## src/core/eps_pkg.sv

```systemverilog
/*
 * Constants for the two-wire memory slave pin block: timing figures,
 * derived cycle counts, speed classes and the protocol state encoding.
 * Assumes a 125 MHz system clock (ref_clk, 8 ns period).
 */
package eps_pkg;

    // ****************************************************************
    // clock and timing
    // ****************************************************************
    localparam int CLK_PERIOD_PS          = 8000;
    localparam int NOISE_FILTER_WIDTH_NS  = 100;  // standard and fast
    localparam int NOISE_FILTER_FP_NS     = 50;   // fast-plus
    localparam int POWERUP_READY_DELAY_US = 1000; // 1 ms
    localparam int INTERNAL_WRITE_TIME_US = 5000; // 5 ms

    // longest time rounds down, least one cycle
    localparam int NOISE_FILTER_CYC =
        (NOISE_FILTER_WIDTH_NS * 1000 / CLK_PERIOD_PS) + 1;
    localparam int NOISE_FILTER_FP_CYC =
        (NOISE_FILTER_FP_NS * 1000 / CLK_PERIOD_PS) + 1;
    localparam int POWERUP_READY_CYC =
        POWERUP_READY_DELAY_US * 1000 / (CLK_PERIOD_PS / 1000);
    localparam int INTERNAL_WRITE_CYC =
        INTERNAL_WRITE_TIME_US * 1000 / (CLK_PERIOD_PS / 1000);

    localparam int FILT_W = 5;
    localparam int WAIT_W = 20;

    // ****************************************************************
    // protocol fields
    // ****************************************************************
    localparam logic [3:0] DEV_TYPE_CODE = 4'h000A; // fixed slave prefix
    localparam int         BIT_CNT_W     = 4;
    localparam logic [3:0] ACK_SLOT      = 4'h0008;
    localparam logic [3:0] BIT_CNT_ZERO  = 4'h0000;

    // ****************************************************************
    // states
    // ****************************************************************
    typedef enum logic [2:0] {
        EPS_RESET   = 3'h0,
        EPS_STANDBY = 3'h1,
        EPS_ADDR    = 3'h3,
        EPS_RXDATA  = 3'h2,
        EPS_TXDATA  = 3'h6,
        EPS_WRITING = 3'h7,
        EPS_IGNORE  = 3'h5
    } eps_state_t;

endpackage : eps_pkg

```

## src/core/eps_glitch_filter.sv

```systemverilog
/*
 * Glitch filter for one bus input: the output follows the input only
 * after it has held a new level for more than the chosen width.
 * Assumes the input is already synchronous to ref_clk.
 */
module eps_glitch_filter #(
    parameter int FILT_W = 5
) (
    input  wire logic              ref_clk,
    input  wire logic              rst,
    input  wire logic              rawIn,
    input  wire logic [FILT_W-1:0] widthCyc,
    output logic                   filtOut
);

    // a one-bit counter cannot hold any useful width
    if (FILT_W < 2) begin : g_badWidth
        $error("FILT_W too small");
    end

    logic [FILT_W-1:0] holdCnt;

    // ****************************************************************
    // count stable cycles of a differing level
    // ****************************************************************
    always_ff @(posedge ref_clk or posedge rst) begin
        if (rst) begin
            holdCnt <= '0;
            filtOut <= 1'b1;
        end else if (rawIn == filtOut) begin
            holdCnt <= '0;
        end else if (holdCnt >= widthCyc) begin
            filtOut <= rawIn;
            holdCnt <= '0;
        end else begin
            holdCnt <= holdCnt + 1'b1;
        end
    end

endmodule : eps_glitch_filter

```

## src/core/eps_slave_pins.sv

```systemverilog
/*
 * Two-wire memory slave, pin behaviour: filtered bus inputs, edge
 * detection, address/data byte handling, open-drain data out,
 * write protect, power-up delay and internal write busy time.
 * Assumes all inputs synchronous to ref_clk; rst stands for power-on
 * reset; memory content is external (wrData/wrStrobe, rdData).
 */
module eps_slave_pins #(
    parameter int POWERUP_CYC = eps_pkg::POWERUP_READY_CYC,
    parameter int WRITE_CYC   = eps_pkg::INTERNAL_WRITE_CYC
) (
    input  wire logic       ref_clk,
    input  wire logic       rst,
    input  wire logic       serialClock,
    input  wire logic       serialDataIn,
    output logic            serialDataOut,
    output logic            serialDataOe_n,
    input  wire logic       device_select_bit0,
    input  wire logic       device_select_bit1,
    input  wire logic       device_select_bit2,
    input  wire logic       writeProtect,
    input  wire logic       fastPlusMode,
    input  wire logic [7:0] rdData,
    output logic [7:0]      wrData,
    output logic            wrStrobe,
    output logic            rdStrobe,
    output logic            ready,
    output logic            writeBusy
);

    // refuse counts the wait counters cannot hold
    if (POWERUP_CYC < 1 || POWERUP_CYC >= (1 << eps_pkg::WAIT_W)) begin : g_badPowerup
        $error("POWERUP_CYC out of range");
    end
    if (WRITE_CYC < 1 || WRITE_CYC >= (1 << eps_pkg::WAIT_W)) begin : g_badWrite
        $error("WRITE_CYC out of range");
    end

    // ****************************************************************
    // input filtering and edges
    // ****************************************************************
    logic                       sclF;
    logic                       sdaF;
    logic                       sclD;
    logic                       sdaD;
    logic [eps_pkg::FILT_W-1:0] filtCyc;

    // fast-plus narrows the rejected pulse width
    assign filtCyc = fastPlusMode ? eps_pkg::FILT_W'(eps_pkg::NOISE_FILTER_FP_CYC)
                                  : eps_pkg::FILT_W'(eps_pkg::NOISE_FILTER_CYC);

    eps_glitch_filter #(.FILT_W(eps_pkg::FILT_W)) u_sclFilt (
        .ref_clk  (ref_clk),
        .rst      (rst),
        .rawIn    (serialClock),
        .widthCyc (filtCyc),
        .filtOut  (sclF)
    );

    eps_glitch_filter #(.FILT_W(eps_pkg::FILT_W)) u_sdaFilt (
        .ref_clk  (ref_clk),
        .rst      (rst),
        .rawIn    (serialDataIn),
        .widthCyc (filtCyc),
        .filtOut  (sdaF)
    );

    // delayed copies for edge detection
    always_ff @(posedge ref_clk or posedge rst) begin
        if (rst) begin
            sclD <= 1'b1;
            sdaD <= 1'b1;
        end else begin
            sclD <= sclF;
            sdaD <= sdaF;
        end
    end

    logic sclRise;
    logic sclFall;
    logic startCond;
    logic stopCond;

    assign sclRise   = sclF & ~sclD;
    assign sclFall   = ~sclF & sclD;
    assign startCond = sclF & sclD & sdaD & ~sdaF;
    assign stopCond  = sclF & sclD & ~sdaD & sdaF;

    // ****************************************************************
    // power-up and write cycle timers
    // ****************************************************************
    logic [eps_pkg::WAIT_W-1:0] puCnt;
    logic [eps_pkg::WAIT_W-1:0] wrCnt;
    logic                       wrPending;

    // ready after the power-up delay
    always_ff @(posedge ref_clk or posedge rst) begin
        if (rst) begin
            puCnt <= '0;
            ready <= 1'b0;
        end else if (!ready) begin
            if (puCnt == eps_pkg::WAIT_W'(POWERUP_CYC - 1)) begin
                ready <= 1'b1;
            end else begin
                puCnt <= puCnt + 1'b1;
            end
        end
    end

    // internal write cycle; started by stop after accepted data
    always_ff @(posedge ref_clk or posedge rst) begin
        if (rst) begin
            wrCnt     <= '0;
            writeBusy <= 1'b0;
        end else if (writeBusy) begin
            if (wrCnt == eps_pkg::WAIT_W'(WRITE_CYC - 1)) begin
                writeBusy <= 1'b0;
                wrCnt     <= '0;
            end else begin
                wrCnt <= wrCnt + 1'b1;
            end
        end else if (stopCond && wrPending) begin
            writeBusy <= 1'b1;
        end
    end

    // ****************************************************************
    // byte protocol
    // ****************************************************************
    eps_pkg::eps_state_t           state;
    logic [eps_pkg::BIT_CNT_W-1:0] bitCnt;
    logic [7:0]                    shiftIn;
    logic [7:0]                    shiftOut;
    logic [1:0]                    addrBytes;
    logic                          ackNow;
    logic                          wpLatched;
    logic                          addrMatch;
    logic [7:0]                    rxByte;

    assign rxByte    = {shiftIn[6:0], sdaF};
    // full byte is in shiftIn once the 8th rise has passed
    // floating selects arrive as low from the pad pull-downs
    assign addrMatch = (shiftIn[7:4] == eps_pkg::DEV_TYPE_CODE)
                     && (shiftIn[3:1] == {device_select_bit2, device_select_bit1,
                                          device_select_bit0});

    // state, bit counter and shift registers
    always_ff @(posedge ref_clk or posedge rst) begin
        if (rst) begin
            state     <= eps_pkg::EPS_RESET;
            bitCnt    <= eps_pkg::BIT_CNT_ZERO;
            shiftIn   <= '0;
            shiftOut  <= '0;
            addrBytes <= '0;
            ackNow    <= 1'b0;
            wpLatched <= 1'b0;
            wrPending <= 1'b0;
            wrData    <= '0;
            wrStrobe  <= 1'b0;
            rdStrobe  <= 1'b0;
        end else begin
            wrStrobe <= 1'b0;
            rdStrobe <= 1'b0;
            if (state == eps_pkg::EPS_RESET) begin
                if (ready) begin
                    state <= eps_pkg::EPS_STANDBY;
                end
            end else if (writeBusy) begin
                state  <= eps_pkg::EPS_WRITING;
                ackNow <= 1'b0;
                wrPending <= 1'b0;
            end else if (stopCond) begin
                state  <= eps_pkg::EPS_STANDBY;
                ackNow <= 1'b0;
            end else if (startCond) begin
                state     <= eps_pkg::EPS_ADDR;
                bitCnt    <= eps_pkg::ACK_SLOT;     // fall after start is no data bit
                ackNow    <= 1'b0;
                wrPending <= 1'b0;
            end else if (sclRise && bitCnt != eps_pkg::ACK_SLOT) begin
                shiftIn <= rxByte;
            end else if (sclRise && state == eps_pkg::EPS_TXDATA && sdaF) begin
                state <= eps_pkg::EPS_IGNORE;      // master no-ack ends read
            end else if (sclFall) begin
                // change outgoing data only after the falling edge
                if (bitCnt == eps_pkg::ACK_SLOT) begin
                    bitCnt <= eps_pkg::BIT_CNT_ZERO;
                    ackNow <= 1'b0;
                    if (state == eps_pkg::EPS_TXDATA) begin
                        shiftOut <= rdData;
                        rdStrobe <= 1'b1;
                    end
                end else if (bitCnt == eps_pkg::ACK_SLOT - 1'b1) begin
                    bitCnt <= bitCnt + 1'b1;
                    unique case (state)
                        eps_pkg::EPS_ADDR: begin
                            ackNow    <= addrMatch;
                            addrBytes <= '0;
                            if (!addrMatch) begin
                                state <= eps_pkg::EPS_IGNORE;
                            end else if (shiftIn[0]) begin
                                // first byte loads at the fall ending the ack
                                state <= eps_pkg::EPS_TXDATA;
                            end else begin
                                state <= eps_pkg::EPS_RXDATA;
                            end
                        end
                        eps_pkg::EPS_RXDATA: begin
                            if (addrBytes != 2'h2) begin
                                addrBytes <= addrBytes + 1'b1;
                                ackNow    <= 1'b1;
                                // protect strobed before first data byte
                                if (addrBytes == 2'h1) begin
                                    wpLatched <= writeProtect;
                                end
                            end else if (wpLatched) begin
                                ackNow <= 1'b0;
                                state  <= eps_pkg::EPS_IGNORE;
                            end else begin
                                ackNow    <= 1'b1;
                                wrData    <= shiftIn;
                                wrStrobe  <= 1'b1;
                                wrPending <= 1'b1;
                            end
                        end
                        default: begin
                            ackNow <= 1'b0;
                        end
                    endcase
                end else begin
                    bitCnt <= bitCnt + 1'b1;
                    if (state == eps_pkg::EPS_TXDATA) begin
                        shiftOut <= {shiftOut[6:0], 1'b1};
                    end
                end
            end
        end
    end

    // ****************************************************************
    // open-drain data output
    // ****************************************************************
    logic next_driveLow;

    always_comb begin
        next_driveLow = 1'b0;
        if (state == eps_pkg::EPS_TXDATA && bitCnt != eps_pkg::ACK_SLOT) begin
            next_driveLow = ~shiftOut[7];
        end else if (ackNow) begin
            next_driveLow = 1'b1;
        end
        if (writeBusy || state == eps_pkg::EPS_RESET) begin
            next_driveLow = 1'b0;
        end
    end

    // enable low while pulling the line low; data always zero
    always_ff @(posedge ref_clk or posedge rst) begin
        if (rst) begin
            serialDataOut  <= 1'b0;
            serialDataOe_n <= 1'b1;
        end else begin
            serialDataOut  <= 1'b0;
            serialDataOe_n <= ~next_driveLow;
        end
    end

endmodule : eps_slave_pins

```

## config.mk

```make
export PLATFORM = sky130hd
export DESIGN_NAME = eps_slave_pins
export DESIGN_NICKNAME = d
export VERILOG_FILES = /design/src/core/eps_pkg.sv /design/src/core/eps_glitch_filter.sv /design/src/core/eps_slave_pins.sv
export SDC_FILE = /design/constraint.sdc
export NUM_CORES = 1
export LEC_CHECK = 0
export ABC_AREA = 1
export BUFFER_PORTS_ARGS = -buffer_cell sky130_fd_sc_hd__buf_4
export CORE_MARGIN = 2
export CORE_UTILIZATION = 55
export DETAILED_ROUTE_END_ITERATION = 10
export PLACE_DENSITY = 0.73
export SETUP_SLACK_MARGIN = 0.5
export SLEW_MARGIN = 10
export SYNTH_ARGS = -nofsm -noshare
export SYNTH_HDL_FRONTEND = slang
export SYNTH_HIERARCHICAL = 1
export SYNTH_SLANG_ARGS = --single-unit
```

## constraint.sdc

```tcl
create_clock -name ref_clk -period 2.4 [get_ports ref_clk]
set_input_delay 0.24 -clock ref_clk [delete_from_list [all_inputs] [get_ports ref_clk]]
set_output_delay 0.24 -clock ref_clk [all_outputs]
set_load 0.01 [all_outputs]
```

==> results of run 1 <==
-- stage by stage --
stage / power [W] / hold WS, ns
floorplan: 0.00319 / 0.0302
global placement: 0.00341 / 0.204
detailed placement: 0.00348 / 0.211
CTS: 0.00452 / 0.0844
global route: 0.00482 / 0.106
finish: 0.00449 / 0.0933
-- tightest hold or removal path, delay by kind of cell --
kind / cells / cell delay (ns)
buffers and inverters: 1 / 0.12
and+or+nand+nor: 2 / 0.10
-- path summary, 6_finish.rpt --
kind / startpoint / endpoint / slack (ns) / cells after the start
worst max-delay path: puCnt[0]$_DFFE_PP0P_ / puCnt[12]$_DFFE_PP0P_ / 0.68 / 8
worst min-delay path: serialDataIn / u_sdaFilt/filtOut$_DFFE_PP1P_ / 0.09 / 3
worst max register to register: puCnt[0]$_DFFE_PP0P_ / puCnt[12]$_DFFE_PP0P_ / 0.68 / 8
worst min register to register: u_sdaFilt/filtOut$_DFFE_PP1P_ / sdaD$_DFF_PP1_ / 0.41 / 0
max in group asynchronous: rst / serialDataOe_n$_DFF_PP1_ / 1.24 / 4
min in group asynchronous: rst / u_sdaFilt/holdCnt[1]$_DFF_PP0_ / 0.37 / 3
-- routing by layer --
layer / part of all wire [%] / track usage (%)
met1: 47 / 27.8
met5: 0 / 0
met2: 48 / 36.9
met3: 3.2 / 3.09
met4: 1.8 / 8.76
-- synthesized netlist by cell type --
library cell,count,area share [%]
sky130_fd_sc_hd__inv_2,8,0.53
sky130_fd_sc_hd__nand2_4,2,0.40
sky130_fd_sc_hd__nand2_1,191,13
sky130_fd_sc_hd__nand4_2,2,0.44
sky130_fd_sc_hd__a21oi_4,2,0.58
sky130_fd_sc_hd__o2111ai_1,1,0.15
sky130_fd_sc_hd__xnor2_1,11,1.7
sky130_fd_sc_hd__a31oi_1,1,0.11
sky130_fd_sc_hd__conb_1,2,0.13
sky130_fd_sc_hd__buf_12,1,0.35
sky130_fd_sc_hd__nor2_4,4,0.80
sky130_fd_sc_hd__mux2i_1,7,1.2
sky130_fd_sc_hd__buf_2,5,0.44
sky130_fd_sc_hd__o21bai_1,3,0.40
sky130_fd_sc_hd__ha_1,18,4.0
sky130_fd_sc_hd__nand4_1,17,1.9
sky130_fd_sc_hd__nor3_4,1,0.29
sky130_fd_sc_hd__nor4_1,3,0.33
sky130_fd_sc_hd__nor3_1,15,1.3
sky130_fd_sc_hd__a21oi_1,10,0.89
sky130_fd_sc_hd__dfstp_2,5,2.3
sky130_fd_sc_hd__nand2_2,19,2.1
sky130_fd_sc_hd__nor3b_2,1,0.22
sky130_fd_sc_hd__nand3_1,56,5.0
sky130_fd_sc_hd__o21ai_1,18,1.6
sky130_fd_sc_hd__nor2_2,9,1.0
sky130_fd_sc_hd__o31ai_1,1,0.13
sky130_fd_sc_hd__buf_4,3,0.40
sky130_fd_sc_hd__inv_1,93,6.2
sky130_fd_sc_hd__clkbuf_1,2,0.13
sky130_fd_sc_hd__o21ai_0,14,1.2
sky130_fd_sc_hd__nor2_1,70,4.6
sky130_fd_sc_hd__dfrtp_1,90,40
sky130_fd_sc_hd__xor2_1,19,2.9
sky130_fd_sc_hd__buf_8,1,0.27
sky130_fd_sc_hd__o21ai_2,15,2.3
sky130_fd_sc_hd__o22ai_1,1,0.11
sky130_fd_sc_hd__nor3_2,1,0.18
sky130_fd_sc_hd__nand3_2,2,0.35
sky130_fd_sc_hd__buf_6,2,0.40
-- state kept, by name, summed over array words and instances, names as in the netlist, 2 cells and up --
signal and flops:
bitCnt 4, puCnt 20, state 3, u_sdaFilt/holdCnt 5
shiftIn 8, addrBytes 2, wrData 8, shiftOut 8
u_sclFilt/holdCnt 5, wrCnt 20
-- report_power, final --
group	leakage, nW	internal, W	total, W	switching (W)
combinational	1.67	0.000498	0.00134	0.000839
clock	0.0919	0.000514	0.00104	0.000526
sequential	1.25	0.00187	0.00211	0.000239
-- cell type report --
cell class	instances	area (um^2)	area share (%)
multi-input cells	521	2810	45.3
flip-flops and latches	95	2380	38.5
inverters	101	385	6.22
repair buffers	33	263	4.24
well taps	136	170	2.75
clock buffers	15	156	2.52
clock inverters	1	30.0	0.485
-- kinds of logic after synthesis --
group / count (synthesis) / share of synthesized area (%)
and+or+nand+nor: 393 / 31.6
buffers and inverters: 115 / 8.70
DFF: 95 / 42.2
AOI/OAI and AO/OA: 66 / 7.53
xor gates and xnor gates: 30 / 4.65
adders and majority gates: 18 / 3.98
muxes: 7 / 1.24
other: 2 / 0.133
-- timing repair --
action                                  in CTS  in global routing
resized for setup                            0                  4
setup buffers                                0                  0
endpoints found under the hold margin       29                  0
endpoints found under the setup margin       0                 16
hold buffers                                 1                  0
==> results.toml, run 1 <==
[clock_tree]
number_of_sinks_handled_by_clock_tree_synthesis = 95
cts_tree = "yes"
clk_pin_slew_worst_paths_ns = 0.08
clk_path_buf_depth = 2
cts.htree.levels = 3
worst_skew_pair.late_latency_ns = 0.36
root_buffer = "sky130_fd_sc_hd__clkbuf_8"
cts_buffers = 9

[global_route]
globalRoute.totalOverflow = 0
grt_pass1_wl_mm = 19.8
grt_pass1_vias = 4514
grt_use_total_pct = 21.7
antenna_found_initial = 0
grt_max_degree = 65

[die]
rows = 37
fp.dieH_um = 105
fp.dieArea_mm2 = 0.0111
initial_utilization_pct = 55.8
die-width_um = 105
core_area_mm2 = 0.0101
ioPinCount = 31

[cells_and_area]
fin_nets = 796
mostFrequentLayoutCells = "191 x sky130_fd_sc_hd__nand2_1, 92 x sky130_fd_sc_hd__inv_1, 90 x sky130_fd_sc_hd__dfrtp_1, 70 x sky130_fd_sc_hd__nor2_1, 56 x sky130_fd_sc_hd__nand3_1"
design_area_mm2 = 0.00620
final-instance-count-excl-fill = 902
filler_cell_count = 897
post_route_utilization_pct = 61.1
n_antenna_cell = 0
area.growth.synth_to_final_pct = 9.61
layout.cells.most_common = "sky130_fd_sc_hd__nand2_1"
drive_above_1_share_pct = 15.1

[routing]
routed_wire_length_per_instance_um = 12.4
drtPass1Iterations = 5
starting_drc_count_in_detailed_routing = 227
route.vias.total = 4643
remaining_drc_errors = 0
totalWireLength_mm = 11.2
antenna_violating_nets_post_route = 0
viasPerCell = 5.15

[timing]
fmaxAchievable_ghz = 0.580
finalHoldViolCount = 0
finClkSkew_ns = 0.00365
timing.final.ws_setup_ns = 0.675
finalSetupViolations = 0
slew_viol_final = 0
grt_setup_unrepaired = "false"
finalSetupTns_ns = 0
post-route-period-util_pct = 71.9
post_route_minimum_period_ns = 1.72

[placed_design]
number_of_buffers_inserted_by_port_buffering = 29
dp.cells = 885
dp.final_hpwl_mm = 8.38
place.gp.congestion = 0.924
postPlaceCellArea_mm2 = 0.00599
place_worst_setup_slack_ns = 0.533

[setup_path]
data_required_critical_path_ns = 2.65
slowest_stage = "sky130_fd_sc_hd__dfrtp_1"
cpPeakStageDelay_ns = 0.44
timing.critical_path.cells = "ha_1, nand3_1, nor2_1, nand3_1, nand2_4, inv_4, nand2_1, o21ai_1"
critical_path.top_delay_family = "simple AND/OR/NAND/NOR gates"
type_of_element_capturing_the_critical_path = "flop"
worst-path-buf-inv = 1
cpMostUsedCell = "sky130_fd_sc_hd__nand3_1"
startpoint_type = "flop"
arrival_ns = 1.97
path_max_fanout = 24
timing_worst_setup_path_type = "reg -> reg"

[min_path]
min-delay-path-class = "in -> reg"

[yosys]
synthesis.yosys.warnings = 6
synth_seq_area_share_pct = 42.2
postSynthRegisterBits = 95
netlist_area_mm2 = 0.00565
number_of_distinct_library_cells_after_synthesis = 40
syn_inst = 726
synth_area_per_cell_um2 = 7.79

[power]
leakagePower_nw = 3.01
ir_drop_mv = 0.461
powerDensity_mw_per_mm2 = 725

[status]
result_of_the_run = "completed"

[job]
max-cap-violations = 0
No activity file was read; power rests on OpenSTA's default activity.
==> run 2, diff against run 1 <==
--- a/config.mk
+++ b/config.mk
@@ -5,7 +5,7 @@
 export SDC_FILE = /design/constraint.sdc
 export NUM_CORES = 1
 export LEC_CHECK = 0
-export ABC_AREA = 1
+export ABC_AREA = 0
 export BUFFER_PORTS_ARGS = -buffer_cell sky130_fd_sc_hd__buf_4
 export CORE_MARGIN = 2
 export CORE_UTILIZATION = 55
==> constraint.sdc (replaced) <==
create_clock -name ref_clk -period 1.42 [get_ports ref_clk]
set_input_delay 0.142 -clock ref_clk [delete_from_list [all_inputs] [get_ports ref_clk]]
set_output_delay 0.142 -clock ref_clk [all_outputs]
set_load 0.01 [all_outputs]
==> results.toml, run 2 <==
[timing]
worst-slew-pin-transition_ns = 0.531
slew_viol_final = 0
finalSetupViolations = 85
finalHoldViolCount = 0
fin_worst_hold_slack_ns = 0.0296
finClkSkew_ns = 0.0127
post-route-period-util_pct = 160
timing.final.ws_setup_ns = -0.849
fmaxAchievable_ghz = 0.441
post_route_minimum_period_ns = 2.27
max_slew_margin_pct = 64.4
grt_setup_unrepaired = "true"

[clock_tree]
worst_skew_pair.late_latency_ns = 0.39
clk_pin_slew_worst_paths_ns = 0.10
cts_tree = "yes"
number_of_sinks_handled_by_clock_tree_synthesis = 95
root_buffer = "sky130_fd_sc_hd__clkbuf_8"
cts.htree.levels = 3
cts_buffers = 9
clk_path_buf_depth = 2

[setup_path]
startpoint_type = "flop"
critical_path.top_delay_family = "buffers and inverters"
reg2reg_depth = 13
slowest_stage = "sky130_fd_sc_hd__dfrtp_1"
type_of_element_capturing_the_critical_path = "flop"
regToRegSetupSlack_ns = -0.85
cpPeakStageDelay_ns = 0.43
worst-path-buf-inv = 7
path_max_fanout = 3
data_required_critical_path_ns = 1.67
timing_worst_setup_path_type = "reg -> reg"
worst_r2r_endpoint = "state[2]$_DFFE_PP0P_"
critical_path.reg2reg.startpoint = "bitCnt[0]$_DFFE_PP0P_"
timing.critical_path.cells = "buf_4, buf_6, buf_6, inv_4, ha_4, nand3b_1, nand3b_1, buf_4, buf_4, buf_4, nor2_4, o21ai_1, o41ai_2"
arrival_ns = 2.52
cpMostUsedCell = "sky130_fd_sc_hd__buf_4"

[placed_design]
dp.final_hpwl_mm = 7.76
place.gp.congestion = 0.914
number_of_buffers_inserted_by_port_buffering = 29
place_worst_setup_slack_ns = -0.574

[yosys]
synth_compound_gate_area_share_pct = 9.49
syn_inst = 456
synthMuxAreaShare_pct = 7.06
synth_common_cells = "90 x sky130_fd_sc_hd__dfrtp_1, 31 x sky130_fd_sc_hd__inv_1, 31 x sky130_fd_sc_hd__nor2_1"
postSynthRegisterBits = 95
synth_simple_gate_area_share_pct = 17.8
synth.most_common_cell = "sky130_fd_sc_hd__dfrtp_1"
netlist_top_cells_area = "sky130_fd_sc_hd__dfrtp_1 46%, sky130_fd_sc_hd__xnor2_1 5.2%, sky130_fd_sc_hd__ha_1 4.6%, sky130_fd_sc_hd__xor2_1 3.2%, sky130_fd_sc_hd__dfstp_2 2.7%"
synth_area_leader_cell = "sky130_fd_sc_hd__dfrtp_1"
synth_seq_area_share_pct = 48.7
ys_async_sr_fraction_pct = 100
number_of_distinct_library_cells_after_synthesis = 64
area_share_of_xor_xnor_cells_in_the_synthesized_design_pct = 8.42
synth-main-ff-cell = "sky130_fd_sc_hd__dfrtp_1"
synth_area_per_cell_um2 = 10.7
netlist_area_mm2 = 0.00489
synth_top_family_by_area = "simple AND/OR/NAND/NOR gates"
synth_edf_count = 0
synthesis.yosys.warnings = 6
synthDominantCellAreaShare_pct = 46.0
post_synth_fa_ha_maj_area_fraction_pct = 4.60

[routing]
starting_drc_count_in_detailed_routing = 533
remaining_drc_errors = 0
totalWireLength_mm = 22.7
drtPass1Iterations = 6
viasPerCell = 6.77
routed_wire_length_per_instance_um = 28.6
route.vias.total = 5376
antenna_violating_nets_post_route = 0

[global_route]
grt_max_degree = 26
grt_pass1_vias = 4951
grt_use_total_pct = 32.9
antenna_found_initial = 0
grt_pass1_wl_mm = 25.1
globalRoute.totalOverflow = 0

[cells_and_area]
area_occupied_by_multi_input_gates_mm2 = 0.00335
mostFrequentLayoutCells = "143 x sky130_fd_sc_hd__buf_4, 84 x sky130_fd_sc_hd__dfrtp_1, 69 x sky130_fd_sc_hd__buf_6, 24 x sky130_fd_sc_hd__inv_1, 22 x sky130_fd_sc_hd__xnor2_1"
fin_nets = 716
filler_cell_count = 214
n_antenna_cell = 0
reg_top3 = "puCnt (20), wrCnt (20)"
layout.cells.most_common = "sky130_fd_sc_hd__buf_4"
post_route_utilization_pct = 94.7
area.growth.synth_to_final_pct = 68.1
final-seq-area_mm2 = 0.00239
drive_above_1_share_pct = 59.6

[die]
ioPinCount = 31
rows = 34
fp.dieH_um = 98.3
fp.dieArea_mm2 = 0.00966
core_area_mm2 = 0.00868
initial_utilization_pct = 56.4
die-width_um = 98.3

[job]
max-cap-violations = 0

[min_path]
worstHoldStart = "writeProtect"
holdPathEnd = "wpLatched$_DFFE_PP0P_"
min-delay-path-class = "in -> reg"
min_delay_path_depth = 2

[power]
internal-power_w = 0.00689
power.net_switching_w = 0.00420
ir_drop_mv = 1.25
power.switching_fraction_pct = 37.9
power.sequential.fraction_pct = 31.6
post-layout-total-power_w = 0.0111
leakagePower_nw = 3.86
comb_power_share_pct = 46.0
powerDensity_mw_per_mm2 = 1350
clock_power_share_pct = 22.4

[status]
result_of_the_run = "complete, but fails checks"
failing_checks = "setup timing"
==> run 2: cell count changes after synthesis, moves of 6 or more <==
cell,previous run,this run
sky130_fd_sc_hd__inv_1,93,31
sky130_fd_sc_hd__nor2_2,9,0
sky130_fd_sc_hd__nand2_2,19,2
sky130_fd_sc_hd__a311oi_1,0,10
sky130_fd_sc_hd__nand3b_1,0,6
sky130_fd_sc_hd__nand2_1,191,30
sky130_fd_sc_hd__xnor2_1,11,29
sky130_fd_sc_hd__o21ai_1,18,3
sky130_fd_sc_hd__o21ai_2,15,0
sky130_fd_sc_hd__nand3_1,56,23
sky130_fd_sc_hd__mux2_2,0,11
sky130_fd_sc_hd__mux2_4,0,8
sky130_fd_sc_hd__nor2_1,70,31
sky130_fd_sc_hd__inv_2,8,0
==> run 2: how the worst max path moves through the flow <==
stage | start | to | cells past startpoint
after floorplan | state[0]$_DFFE_PP0P_ | wrData[0]$_DFFE_PP0P_ | 6
after global placement | state[0]$_DFFE_PP0P_ | wrData[2]$_DFFE_PP0P_ | 6
after detailed placement | state[0]$_DFFE_PP0P_ | wrData[2]$_DFFE_PP0P_ | 6
after CTS | state[2]$_DFFE_PP0P_ | wrData[3]$_DFFE_PP0P_ | 6
after global routing | state[2]$_DFFE_PP0P_ | wpLatched$_DFFE_PP0P_ | 9
final | bitCnt[0]$_DFFE_PP0P_ | state[2]$_DFFE_PP0P_ | 13
==> run 2: stage by stage <==
step	instances	area, um^2	setup TNS [ns]
2_1_floorplan	461	5160	-14.16
3_3_place_gp	697	6250	-17.83
3_5_place_dp	697	6250	-20.59
4_1_cts	762	7520	-21.18
5_1_grt	794	8220	-40.89
6_report	794	8220	-38.00
==> run 2: layer usage <==
metal | vias to the layer above | part of all wire, % | GRT usage (%) | routed length [um]
met2 | 470 | 47 | 60.0 | 10800
met4 | 0 | 10 | 14.6 | 2290
met3 | 235 | 8.5 | 5.23 | 1920
li1 | 2059 | - | - | -
met1 | 2612 | 34 | 37.9 | 7710
met5 | - | 0 | 0 | 0
==> run 2: cell type report <==
type                    count  area share [%]
repair buffers            218            23.6
well taps                 108            1.64
clock buffers              10            1.55
clock inverters             6            1.70
multi-input cells         325            40.8
repair inverters            1          0.0913
inverters                  31            1.55
flip-flops and latches     95            29.1
==> run 2: timing repair <==
action                                  CTS  global route
endpoints found under the setup margin  105           180
gates cloned                              3             1
pin swaps                                64            50
resized for setup                       156            98
setup buffers                            45            31
endpoints found under the hold margin    30             0
hold buffers                              1             0
==> run 2: power by group through the flow <==
stage	sequential, W	combinational (W)	clock (W)
2_1_floorplan	0.00346	0.00150	0
3_3_place_gp	0.00341	0.00251	0
3_5_place_dp	0.00344	0.00262	0
4_1_cts	0.00339	0.00351	0.00238
5_1_grt	0.00351	0.00520	0.00259
6_report	0.00351	0.00510	0.00248
==> run 2: kinds of logic after synthesis <==
kind of cell	after synthesis
multiplexers	29
AO/OA/AOI/OAI	66
XOR/XNOR	47
AND/OR/NAND/NOR	158
buffers and inverters	41
adder cells (fa/ha/maj)	18
flip-flops	95
other	2
==> run 2: worst reg2reg max path, delay by kind of cell, from the launching register on <==
family          cells  cell delay [ns]
fa+ha+maj           1             0.14
buf+inv             7             0.81
simple gates        3             0.39
compound gates      2             0.37
flops               1             0.43
